--- src/design/bea_regs.svh ---
// register offsets, field positions and timing constants of the nvm access block
// Behaviour
// (RULE_01) address bits 5:0 pick one of 64 bytes; bits 7:6 read zero
// (RULE_02) data register feeds programming and receives fetched byte on read
// (RULE_03) mode 00 erase+write 3.4 ms, 01 erase 1.8 ms, 10 write 1.8 ms
// (RULE_04) mode field writes ignored while program enable is set
// (RULE_05) reset clears mode to 00 unless programming still runs
// (RULE_06) ready interrupt held while enable, global flag and not busy
// (RULE_07) master program enable clears itself four cycles after set
// (RULE_08) program enable starts only within four cycles of master enable
// (RULE_09) program enable stays set as busy until access time elapses
// (RULE_10) a started programming operation stalls the processor two cycles
// (RULE_11) read strobe loads data register and stalls processor four cycles
// (RULE_12) during programming reads are refused and address is frozen
// (RULE_13) software polls busy before loading address and reading
// (RULE_14) software loads address, data, mode, then master, then enable
// (RULE_15) reset during programming lets the operation finish
// (RULE_16) write-only on unerased byte leaves content undefined
// (RULE_17) programming time counted on calibrated oscillator ticks
// (RULE_18) read strobe self-clears; writing zero to strobes does nothing
`ifndef BEA_REGS_SVH
`define BEA_REGS_SVH

// ****************************************************************
// register offsets inside the block's I/O window
// ****************************************************************
`define BEA_OFF_ADDR 2'h0
`define BEA_OFF_DATA 2'h1
`define BEA_OFF_CTRL 2'h2

// ****************************************************************
// control register fields
// ****************************************************************
`define BEA_BIT_RDSTB 0
`define BEA_BIT_PEN 1
`define BEA_BIT_MPEN 2
`define BEA_BIT_RIE 3
`define BEA_BIT_PM_LO 4
`define BEA_BIT_PM_HI 5
`define BEA_MODE_RESET 2'h0

// ****************************************************************
// timing
// ****************************************************************
`define BEA_MPEN_WINDOW 4
`define BEA_PROG_STALL 2
`define BEA_READ_STALL 4
`define BEA_ATOMIC_US 3400
`define BEA_SPLIT_US 1800
`define BEA_OSC_KHZ 1000
`define BEA_ERASED 8'hFF

`endif

--- src/design/bea_pkg.sv ---
// types shared by the nvm access block
package bea_pkg;
  typedef enum logic [1:0] {
    BEA_PM_ATOMIC,
    BEA_PM_ERASE,
    BEA_PM_WRITE,
    BEA_PM_RSVD
  } bea_mode_t;

  typedef enum logic [1:0] {
    BEA_ST_IDLE,
    BEA_ST_PROG,
    BEA_ST_DONE
  } bea_state_t;
endpackage : bea_pkg

--- src/design/bea_prog_if.sv ---
// handshake between the control logic and the programming timer
`timescale 1ns/1ns
interface bea_prog_if;
  logic start;
  logic [31:0] ticks;
  logic done;
  modport ctrl (output start, output ticks, input done);
  modport timer (input start, input ticks, output done);
endinterface : bea_prog_if

--- src/design/bea_ctrl.sv ---
// nvm byte access controller: registers, sequencing, stalls, storage
`timescale 1ns/1ns
`include "bea_regs.svh"
module bea_ctrl #(
  parameter int DEPTH = 64,
  parameter int OSC_KHZ = `BEA_OSC_KHZ
) (
  input wire logic mclk,
  input wire logic rst,
  input wire logic osc_tick,
  input wire logic io_wr,
  input wire logic io_rd,
  input wire logic [1:0] io_addr,
  input wire logic [7:0] io_wdata,
  input wire logic global_int_en,
  output logic [7:0] io_rdata,
  output logic cpu_stall,
  output logic ready_irq
);
  localparam int ATOMIC_TICKS = (`BEA_ATOMIC_US * OSC_KHZ) / 1000;
  localparam int SPLIT_TICKS = (`BEA_SPLIT_US * OSC_KHZ) / 1000;

  logic [7:0] mem [DEPTH];
  logic [5:0] nvm_byte_address_r;
  logic [7:0] nvm_byte_data_r;
  logic [1:0] programming_mode_field_r;
  logic ready_interrupt_enable_r;
  logic [2:0] mpen_cnt_r;
  logic program_enable_busy_r;
  logic [2:0] stall_cnt_r;
  logic [5:0] op_addr_r;
  logic [7:0] op_data_r;
  logic [1:0] op_mode_r;
  bea_pkg::bea_state_t state_r;
  bea_prog_if pif ();

  logic wr_addr, wr_data, wr_ctrl, go_prog, go_read;

  // ****************************************************************
  // decode
  // ****************************************************************
  function automatic logic hit(input logic [1:0] a, input logic [1:0] off);
    hit = io_wr && (a == off);
  endfunction : hit

  assign wr_addr = hit(io_addr, `BEA_OFF_ADDR);
  assign wr_data = hit(io_addr, `BEA_OFF_DATA);
  assign wr_ctrl = hit(io_addr, `BEA_OFF_CTRL);
  // writing zero to a strobe bit is a no-op
  assign go_prog = wr_ctrl && io_wdata[`BEA_BIT_PEN] && // [RULE_18]
                   (mpen_cnt_r != 3'h0) && !program_enable_busy_r &&
                   (programming_mode_field_r != 2'h3); // [RULE_08]
  assign go_read = wr_ctrl && io_wdata[`BEA_BIT_RDSTB] &&
                   !program_enable_busy_r && !go_prog; // [RULE_12]

  // ****************************************************************
  // address and data registers
  // ****************************************************************
  always_ff @(posedge mclk) begin
    if (wr_addr && !program_enable_busy_r)
      nvm_byte_address_r <= io_wdata[5:0]; // [RULE_01] [RULE_12]
  end

  always_ff @(posedge mclk) begin
    if (go_read)
      nvm_byte_data_r <= mem[nvm_byte_address_r]; // [RULE_02] [RULE_11]
    else if (wr_data)
      nvm_byte_data_r <= io_wdata; // [RULE_02]
  end

  // ****************************************************************
  // control register
  // ****************************************************************
  always_ff @(posedge mclk) begin
    if (rst) begin
      if (!program_enable_busy_r)
        programming_mode_field_r <= `BEA_MODE_RESET; // [RULE_05]
    end else if (wr_ctrl && !program_enable_busy_r && !go_prog) begin
      // the starting write keeps the mode the operation runs with
      programming_mode_field_r <=
        io_wdata[`BEA_BIT_PM_HI:`BEA_BIT_PM_LO]; // [RULE_04]
    end
  end

  always_ff @(posedge mclk) begin
    if (rst)
      ready_interrupt_enable_r <= 1'b0;
    else if (wr_ctrl)
      ready_interrupt_enable_r <= io_wdata[`BEA_BIT_RIE];
  end

  // window of four cycles after master enable is set
  always_ff @(posedge mclk) begin
    if (rst)
      mpen_cnt_r <= 3'h0;
    else if (wr_ctrl && io_wdata[`BEA_BIT_MPEN])
      mpen_cnt_r <= 3'(`BEA_MPEN_WINDOW); // [RULE_07]
    else if (mpen_cnt_r != 3'h0)
      mpen_cnt_r <= mpen_cnt_r - 3'h1; // [RULE_07]
  end

  // ****************************************************************
  // programming sequence; not reset so it survives a reset
  // ****************************************************************
  assign pif.start = go_prog;
  assign pif.ticks = (programming_mode_field_r == 2'h0) ?
                     32'(ATOMIC_TICKS) : 32'(SPLIT_TICKS); // [RULE_03]

  always_ff @(posedge mclk) begin
    if (go_prog) begin
      op_addr_r <= nvm_byte_address_r;
      op_data_r <= nvm_byte_data_r;
      op_mode_r <= programming_mode_field_r;
      program_enable_busy_r <= 1'b1; // [RULE_09]
      state_r <= bea_pkg::BEA_ST_PROG;
    end else begin
      case (state_r)
        bea_pkg::BEA_ST_PROG: begin
          if (pif.done) begin
            state_r <= bea_pkg::BEA_ST_IDLE;
            program_enable_busy_r <= 1'b0; // [RULE_09] [RULE_15]
          end
        end
        bea_pkg::BEA_ST_IDLE: program_enable_busy_r <= 1'b0;
        default: begin
          state_r <= bea_pkg::BEA_ST_IDLE;
          program_enable_busy_r <= 1'b0;
        end
      endcase
    end
  end

  // storage update at the end of the timed operation
  always_ff @(posedge mclk) begin
    if (state_r == bea_pkg::BEA_ST_PROG && pif.done) begin
      case (op_mode_r)
        2'h0: mem[op_addr_r] <= op_data_r; // [RULE_03]
        2'h1: mem[op_addr_r] <= `BEA_ERASED;
        2'h2: begin
          // only an erased cell takes the byte; otherwise lost
          if (mem[op_addr_r] == `BEA_ERASED)
            mem[op_addr_r] <= op_data_r;
          else
            mem[op_addr_r] <= 8'hXX; // [RULE_16]
        end
        default: mem[op_addr_r] <= mem[op_addr_r];
      endcase
    end
  end

  bea_prog_timer u_timer (
    .mclk(mclk),
    .osc_tick(osc_tick),
    .pif(pif)
  );

  // ****************************************************************
  // processor stall and outputs
  // ****************************************************************
  always_ff @(posedge mclk) begin
    if (rst)
      stall_cnt_r <= 3'h0;
    else if (go_prog)
      stall_cnt_r <= 3'(`BEA_PROG_STALL); // [RULE_10]
    else if (go_read)
      stall_cnt_r <= 3'(`BEA_READ_STALL); // [RULE_11]
    else if (stall_cnt_r != 3'h0)
      stall_cnt_r <= stall_cnt_r - 3'h1;
  end

  always_ff @(posedge mclk) begin
    if (rst)
      cpu_stall <= 1'b0;
    else
      cpu_stall <= go_prog || go_read || (stall_cnt_r > 3'h1);
  end

  always_ff @(posedge mclk) begin
    if (rst)
      ready_irq <= 1'b0;
    else
      ready_irq <= ready_interrupt_enable_r && global_int_en &&
                   !program_enable_busy_r && !go_prog; // [RULE_06]
  end

  always_ff @(posedge mclk) begin
    if (rst) begin
      io_rdata <= 8'h00;
    end else if (io_rd) begin
      case (io_addr)
        `BEA_OFF_ADDR: io_rdata <= {2'h0, nvm_byte_address_r};
        `BEA_OFF_DATA: io_rdata <= nvm_byte_data_r;
        `BEA_OFF_CTRL: io_rdata <= {2'h0, programming_mode_field_r,
                                    ready_interrupt_enable_r,
                                    mpen_cnt_r != 3'h0,
                                    program_enable_busy_r,
                                    1'b0}; // [RULE_18]
        default: io_rdata <= 8'h00;
      endcase
    end
  end
endmodule : bea_ctrl

--- src/design/bea_prog_timer.sv ---
// programming duration timer on calibrated oscillator ticks
`timescale 1ns/1ns
module bea_prog_timer (
  input wire logic mclk,
  input wire logic osc_tick,
  bea_prog_if.timer pif
);
  logic [31:0] cnt_r;
  logic run_r;

  // deliberately no reset: an operation must outlive a reset
  // run flag is only trusted once a start has loaded it
  always_ff @(posedge mclk) begin
    pif.done <= 1'b0;
    if (pif.start) begin
      cnt_r <= pif.ticks;
      run_r <= 1'b1;
    end else if (run_r && osc_tick) begin // [RULE_17]
      if (cnt_r <= 32'h1) begin
        run_r <= 1'b0;
        pif.done <= 1'b1;
      end
      cnt_r <= cnt_r - 32'h1;
    end
  end
endmodule : bea_prog_timer

--- config.mk ---
export PLATFORM = sky130hd
export DESIGN_NAME = bea_ctrl
export DESIGN_NICKNAME = d
export VERILOG_FILES = /design/src/design/bea_pkg.sv /design/src/design/bea_prog_if.sv /design/src/design/bea_ctrl.sv /design/src/design/bea_prog_timer.sv
export VERILOG_INCLUDE_DIRS = /design/src /design/src/design
export SDC_FILE = /design/constraint.sdc
export NUM_CORES = 1
export LEC_CHECK = 0
export CORE_ASPECT_RATIO = 1.25
export CORE_MARGIN = 4
export CORE_UTILIZATION = 35
export CTS_BUF_LIST = sky130_fd_sc_hd__clkbuf_4
export DETAILED_ROUTE_END_ITERATION = 8
export DONT_BUFFER_PORTS = 1
export GPL_TIMING_DRIVEN = 0
export PLACE_DENSITY_LB_ADDON = 0.2
export SYNTH_ARGS = -nofsm -noshare
export SYNTH_HDL_FRONTEND = slang
export SYNTH_SLANG_ARGS = --single-unit
--- constraint.sdc ---
create_clock -name mclk -period 6.6 [get_ports mclk]
set_input_delay 0.66 -clock mclk [delete_from_list [all_inputs] [get_ports mclk]]
set_output_delay 0.66 -clock mclk [all_outputs]
set_load 0.05 [all_outputs]
==> results.txt <==
----------------------------------------------------
[CTS]
  Clock slew seen by the registers of the worst setup and hold paths ... 0.07 ns
  CTS resizes ... 0
  CTS max path bufs ... 3
  Sinks on Clock Net ... 609
  CTS tree ... yes
  Htree depth ... 4
  Post-CTS setup buffer count ... 0
  Worst skew pair latency ... 1.06 ns
  Number of buffers created by CTS ... 153
  Library cell used as clock root buffer ... sky130_fd_sc_hd__clkbuf_4

[Worst setup path]
  Number of cells traversed by the worst register-to-register path ... 10
  Worst Path Class, Setup ... reg2reg
  CP Data Required Time ... 7.42 ns
  Cell chain of the critical path ... clkbuf_1 > clkbuf_1 > clkbuf_1 > mux4_2 > mux2i_1 > a22oi_1 > a32oi_1 > o21ai_4 > buf_16 > buf_12
  Type of origin of the critical path ... flop
  Highest-delay cell along the critical path ... sky130_fd_sc_hd__clkbuf_1
  End point of the critical path ... mem[31][3]$_DFFE_PP_
  Critical Path Max Stage Delay ... 1.11 ns
  Reg-to-reg critical path endpoint ... mem[31][3]$_DFFE_PP_
  CP dominant cell by count ... sky130_fd_sc_hd__clkbuf_1
  Arrival time of the worst setup path ... roughly 6.2 ns
  Worst reg2reg setup slack ... 1.25 ns
  Setup crit end kind ... flop
  Top fanout value on the critical path ... 32

[Synth]
  Syn Inst Count ... 1688
  Most frequently used flop master after synthesis ... sky130_fd_sc_hd__edfxtp_1
  Synth unique cells ... a little under 60
  Number of nets in the synthesized netlist ... 1710
  Proportion of synthesized flip-flops having asynchronous set or reset ... 0
  Sequential fraction of the synthesis area ... 0.636
  Netlist area before placement ... 28300 sq um
  Register bit total from synthesis ... 609
  Mean instance size in the synthesized netlist ... 16.7 sq um
  Synth Warn # ... 0
  EDFF count, synth ... about 580

[Placed design]
  Placer's final routability congestion estimate ... 1.06
  Instance area after placement ... 29900 sq um
  Sum of net half-perimeters after detailed placement ... 75400 um
  Port Buffers ... 0

[Power]
  Worst ir drop on vdd ... 0.000121 V
  Power density normalized to cell area ... 271 nW/um^2
  Static Leak ... around 10 nW
  Post-layout total power ... 8.69 mW

[Status]
  Status ... complete, but fails checks
  Violations in the final reports ... capacitance limit, slew limit

[Timing]
  Total negative setup slack ... 0 ns
  Final count of hold timing violations ... 0
  Part of the cycle the worst path needs ... 0.811
  Maximum clock frequency ... about 190 MHz
  Worst clock skew ... 0.0869 ns
  Post-route minimum period ... approximately 5.4 ns
  Count of final setup violators ... 0
  Worst max-slew margin expressed relative to the limit ... -0.0451
  Setup repair after global routing missed its margin ... false
  Max Slew Vio Count ... 22
  Worst-margin pin slew ... 1.57 ns

[GRT]
  Wire length of the first global-routing pass ... 149000 um
  Sum of overflow across all layers after global routing ... 0
  Pin count of the biggest net entering global routing ... between 40 and 50
  Number of global-route vias before repair ... 18800
  Global-route total usage across every layer ... 0.253
  Initial antenna violation count ... 4

[Route]
  Drt total wl ... 108000 um
  Residual DRC ... 0
  Average wire per cell in the routed design ... approximately 36 um
  Average vias per placed instance ... about 6.1
  1st-iter DRT viols ... approximately 2300
  Detailed-router iteration count before antenna repair ... 8
  Antenna-violating nets left ... 0
  Number of vias in the routed layout ... 18600

[Die]
  Core Region ... 80100 sq um
  Top-Level Pins ... 26
  Starting density of the core ... 0.353
  Die Outline Area ... 85400 sq um
  Number of placement rows ... between 100 and 150
  Height of the die ... roughly 330 um
  Die Span X ... 262 um

[Flow run]
  Max-cap violations ... 5

[Cells and area]
  Share of post-route cells with drive strength above 1 ... 0.264
  Most common cell after layout, fill and taps aside ... sky130_fd_sc_hd__edfxtp_1
  Fillers ... between 7000 and 8000
  Area growth syn-to-layout ... 13.3%
  Share of the core filled with cells in the final layout ... 0.400
  Post-Layout Inst Area ... between 30000 and 40000 sq um
  Commonest non-fill, non-tap cells in the layout ... sky130_fd_sc_hd__edfxtp_1 (576), sky130_fd_sc_hd__clkbuf_4 (217), sky130_fd_sc_hd__mux4_2 (210)
  Nets ... 1891

[Min path]
  HP Class ... in2reg

----------------------------------------------------
==> kinds of logic (layout without fill, tap and decap cells) <==
kind of cell / Yosys count / count (layout) / share of synthesized area
flip-flops: 609 / 609 / 0.636
multiplexers: 392 / 392 / 0.233
AND/OR/NAND/NOR: 309 / 309 / 0.0524
AO/OA/AOI/OAI: 222 / 222 / 0.0531
buffers and inverters: 134 / 426 / 0.0186
XOR/XNOR: 16 / 16 / 0.00496
adder cells (fa/ha/maj): 6 / 6 / 0.00266
other: 0 / 5 / 0
==> final cells by class <==
class	instances	area, sq um	area share
Antenna cell	5	12.5	0.000391
Buffer	118	475	0.0149
Clock buffer	217	1630	0.0509
Clock inverter	49	308	0.00961
Inverter	16	60.1	0.00188
Multi-Input combinational cell	945	9880	0.309
Sequential cell	609	18000	0.561
Tap cell	1062	1330	0.0415
Timing Repair Buffer	26	364	0.0114
==> synth_stat cells (all sizes together), types with 13 or more instances <==
cell type / count / share of area
a31oi: 16 / 0.0035
nand3: 33 / 0.0058
nor3: 14 / 0.0025
nor2: 121 / 0.016
a21oi: 42 / 0.0074
clkbuf: 72 / 0.0096
inv: 16 / 0.0021
mux4: 210 / 0.17
nand2: 53 / 0.0070
buf: 46 / 0.0069
dfxtp: 33 / 0.023
a22oi: 64 / 0.017
mux2i: 164 / 0.058
o21ai: 32 / 0.0057
mux2: 18 / 0.0072
nor2b: 13 / 0.0029
edfxtp: 576 / 0.61
nor4: 16 / 0.0035
==> where the power goes <==
group	total (mW)	switching [mW]	leakage, nW	internal (mW)
clock network	3.26	1.62	1.13	1.64
logic	1.07	0.694	3.76	0.375
registers	4.36	0.0671	5.45	4.29
total	8.69	2.38	10.3	6.31
==> worst min-delay path by stage <==
| stage | cells after the start | to | start |
|---|---|---|---|
| after floorplan | 0 | op_data_r[0]$_DFFE_PP_ | nvm_byte_data_r[0]$_DFFE_PP_ |
| after global placement | 2 | ready_irq$_SDFF_PP0_ | ready_interrupt_enable_r$_SDFFE_PP0P_ |
| after detailed placement | 2 | ready_irq$_SDFF_PP0_ | ready_interrupt_enable_r$_SDFFE_PP0P_ |
| after CTS | 3 | stall_cnt_r[0]$_SDFFE_PP0P_ | io_wdata[0] |
| after global routing | 3 | stall_cnt_r[0]$_SDFFE_PP0P_ | io_wdata[0] |
| final | 3 | stall_cnt_r[0]$_SDFFE_PP0P_ | io_wdata[0] |
==> routing by layer <==
metal	vias to the layer above	share of wire	GRT usage
met5	-	0	0
met4	0	0.066	0.140
li1	7472	-	-
met2	1221	0.48	0.403
met3	341	0.097	0.0766
met1	9595	0.36	0.307
==> timing repair <==
item | CTS | global route
hold buffers | 13 | 0
hold endpoints to repair | 40 | 0
setup endpoints to repair | 0 | 0
==> sequential cells by signal, indices dropped and copies added, names as in the netlist, named ones only <==
signal                    cells
mpen_cnt_r                    3
program_enable_busy_r         1
nvm_byte_data_r               8
ready_irq                     1
op_data_r                     8
op_addr_r                     6
mem                         512
nvm_byte_address_r            6
ready_interrupt_enable_r      1
programming_mode_field_r      2
u_timer.pif.done              1
io_rdata                      8
u_timer.run_r                 1
state_r                       1
op_mode_r                     2
cpu_stall                     1
u_timer.cnt_r                32
stall_cnt_r                   3
==> worst max-delay path, delay by kind of cell (launching register included) <==
family | cells | cell delay [ns]
compound gates | 3 | 1.31
flops | 1 | 0.42
buf+inv | 5 | 2.83
mux | 2 | 0.53
==> metrics by stage <==
stage | hold WS, ns | cells | worst slack [ns]
floorplan | 0.426 | 1688 | 1.55
CTS | 0.0339 | 3040 | 1.55
detailed placement | 0.462 | 2761 | 1.57
global route | 0.113 | 3046 | 1.31
global placement | 0.460 | 2750 | -3.52
finish | 0.159 | 3047 | 1.25
(Power assumes the default switching activity.)
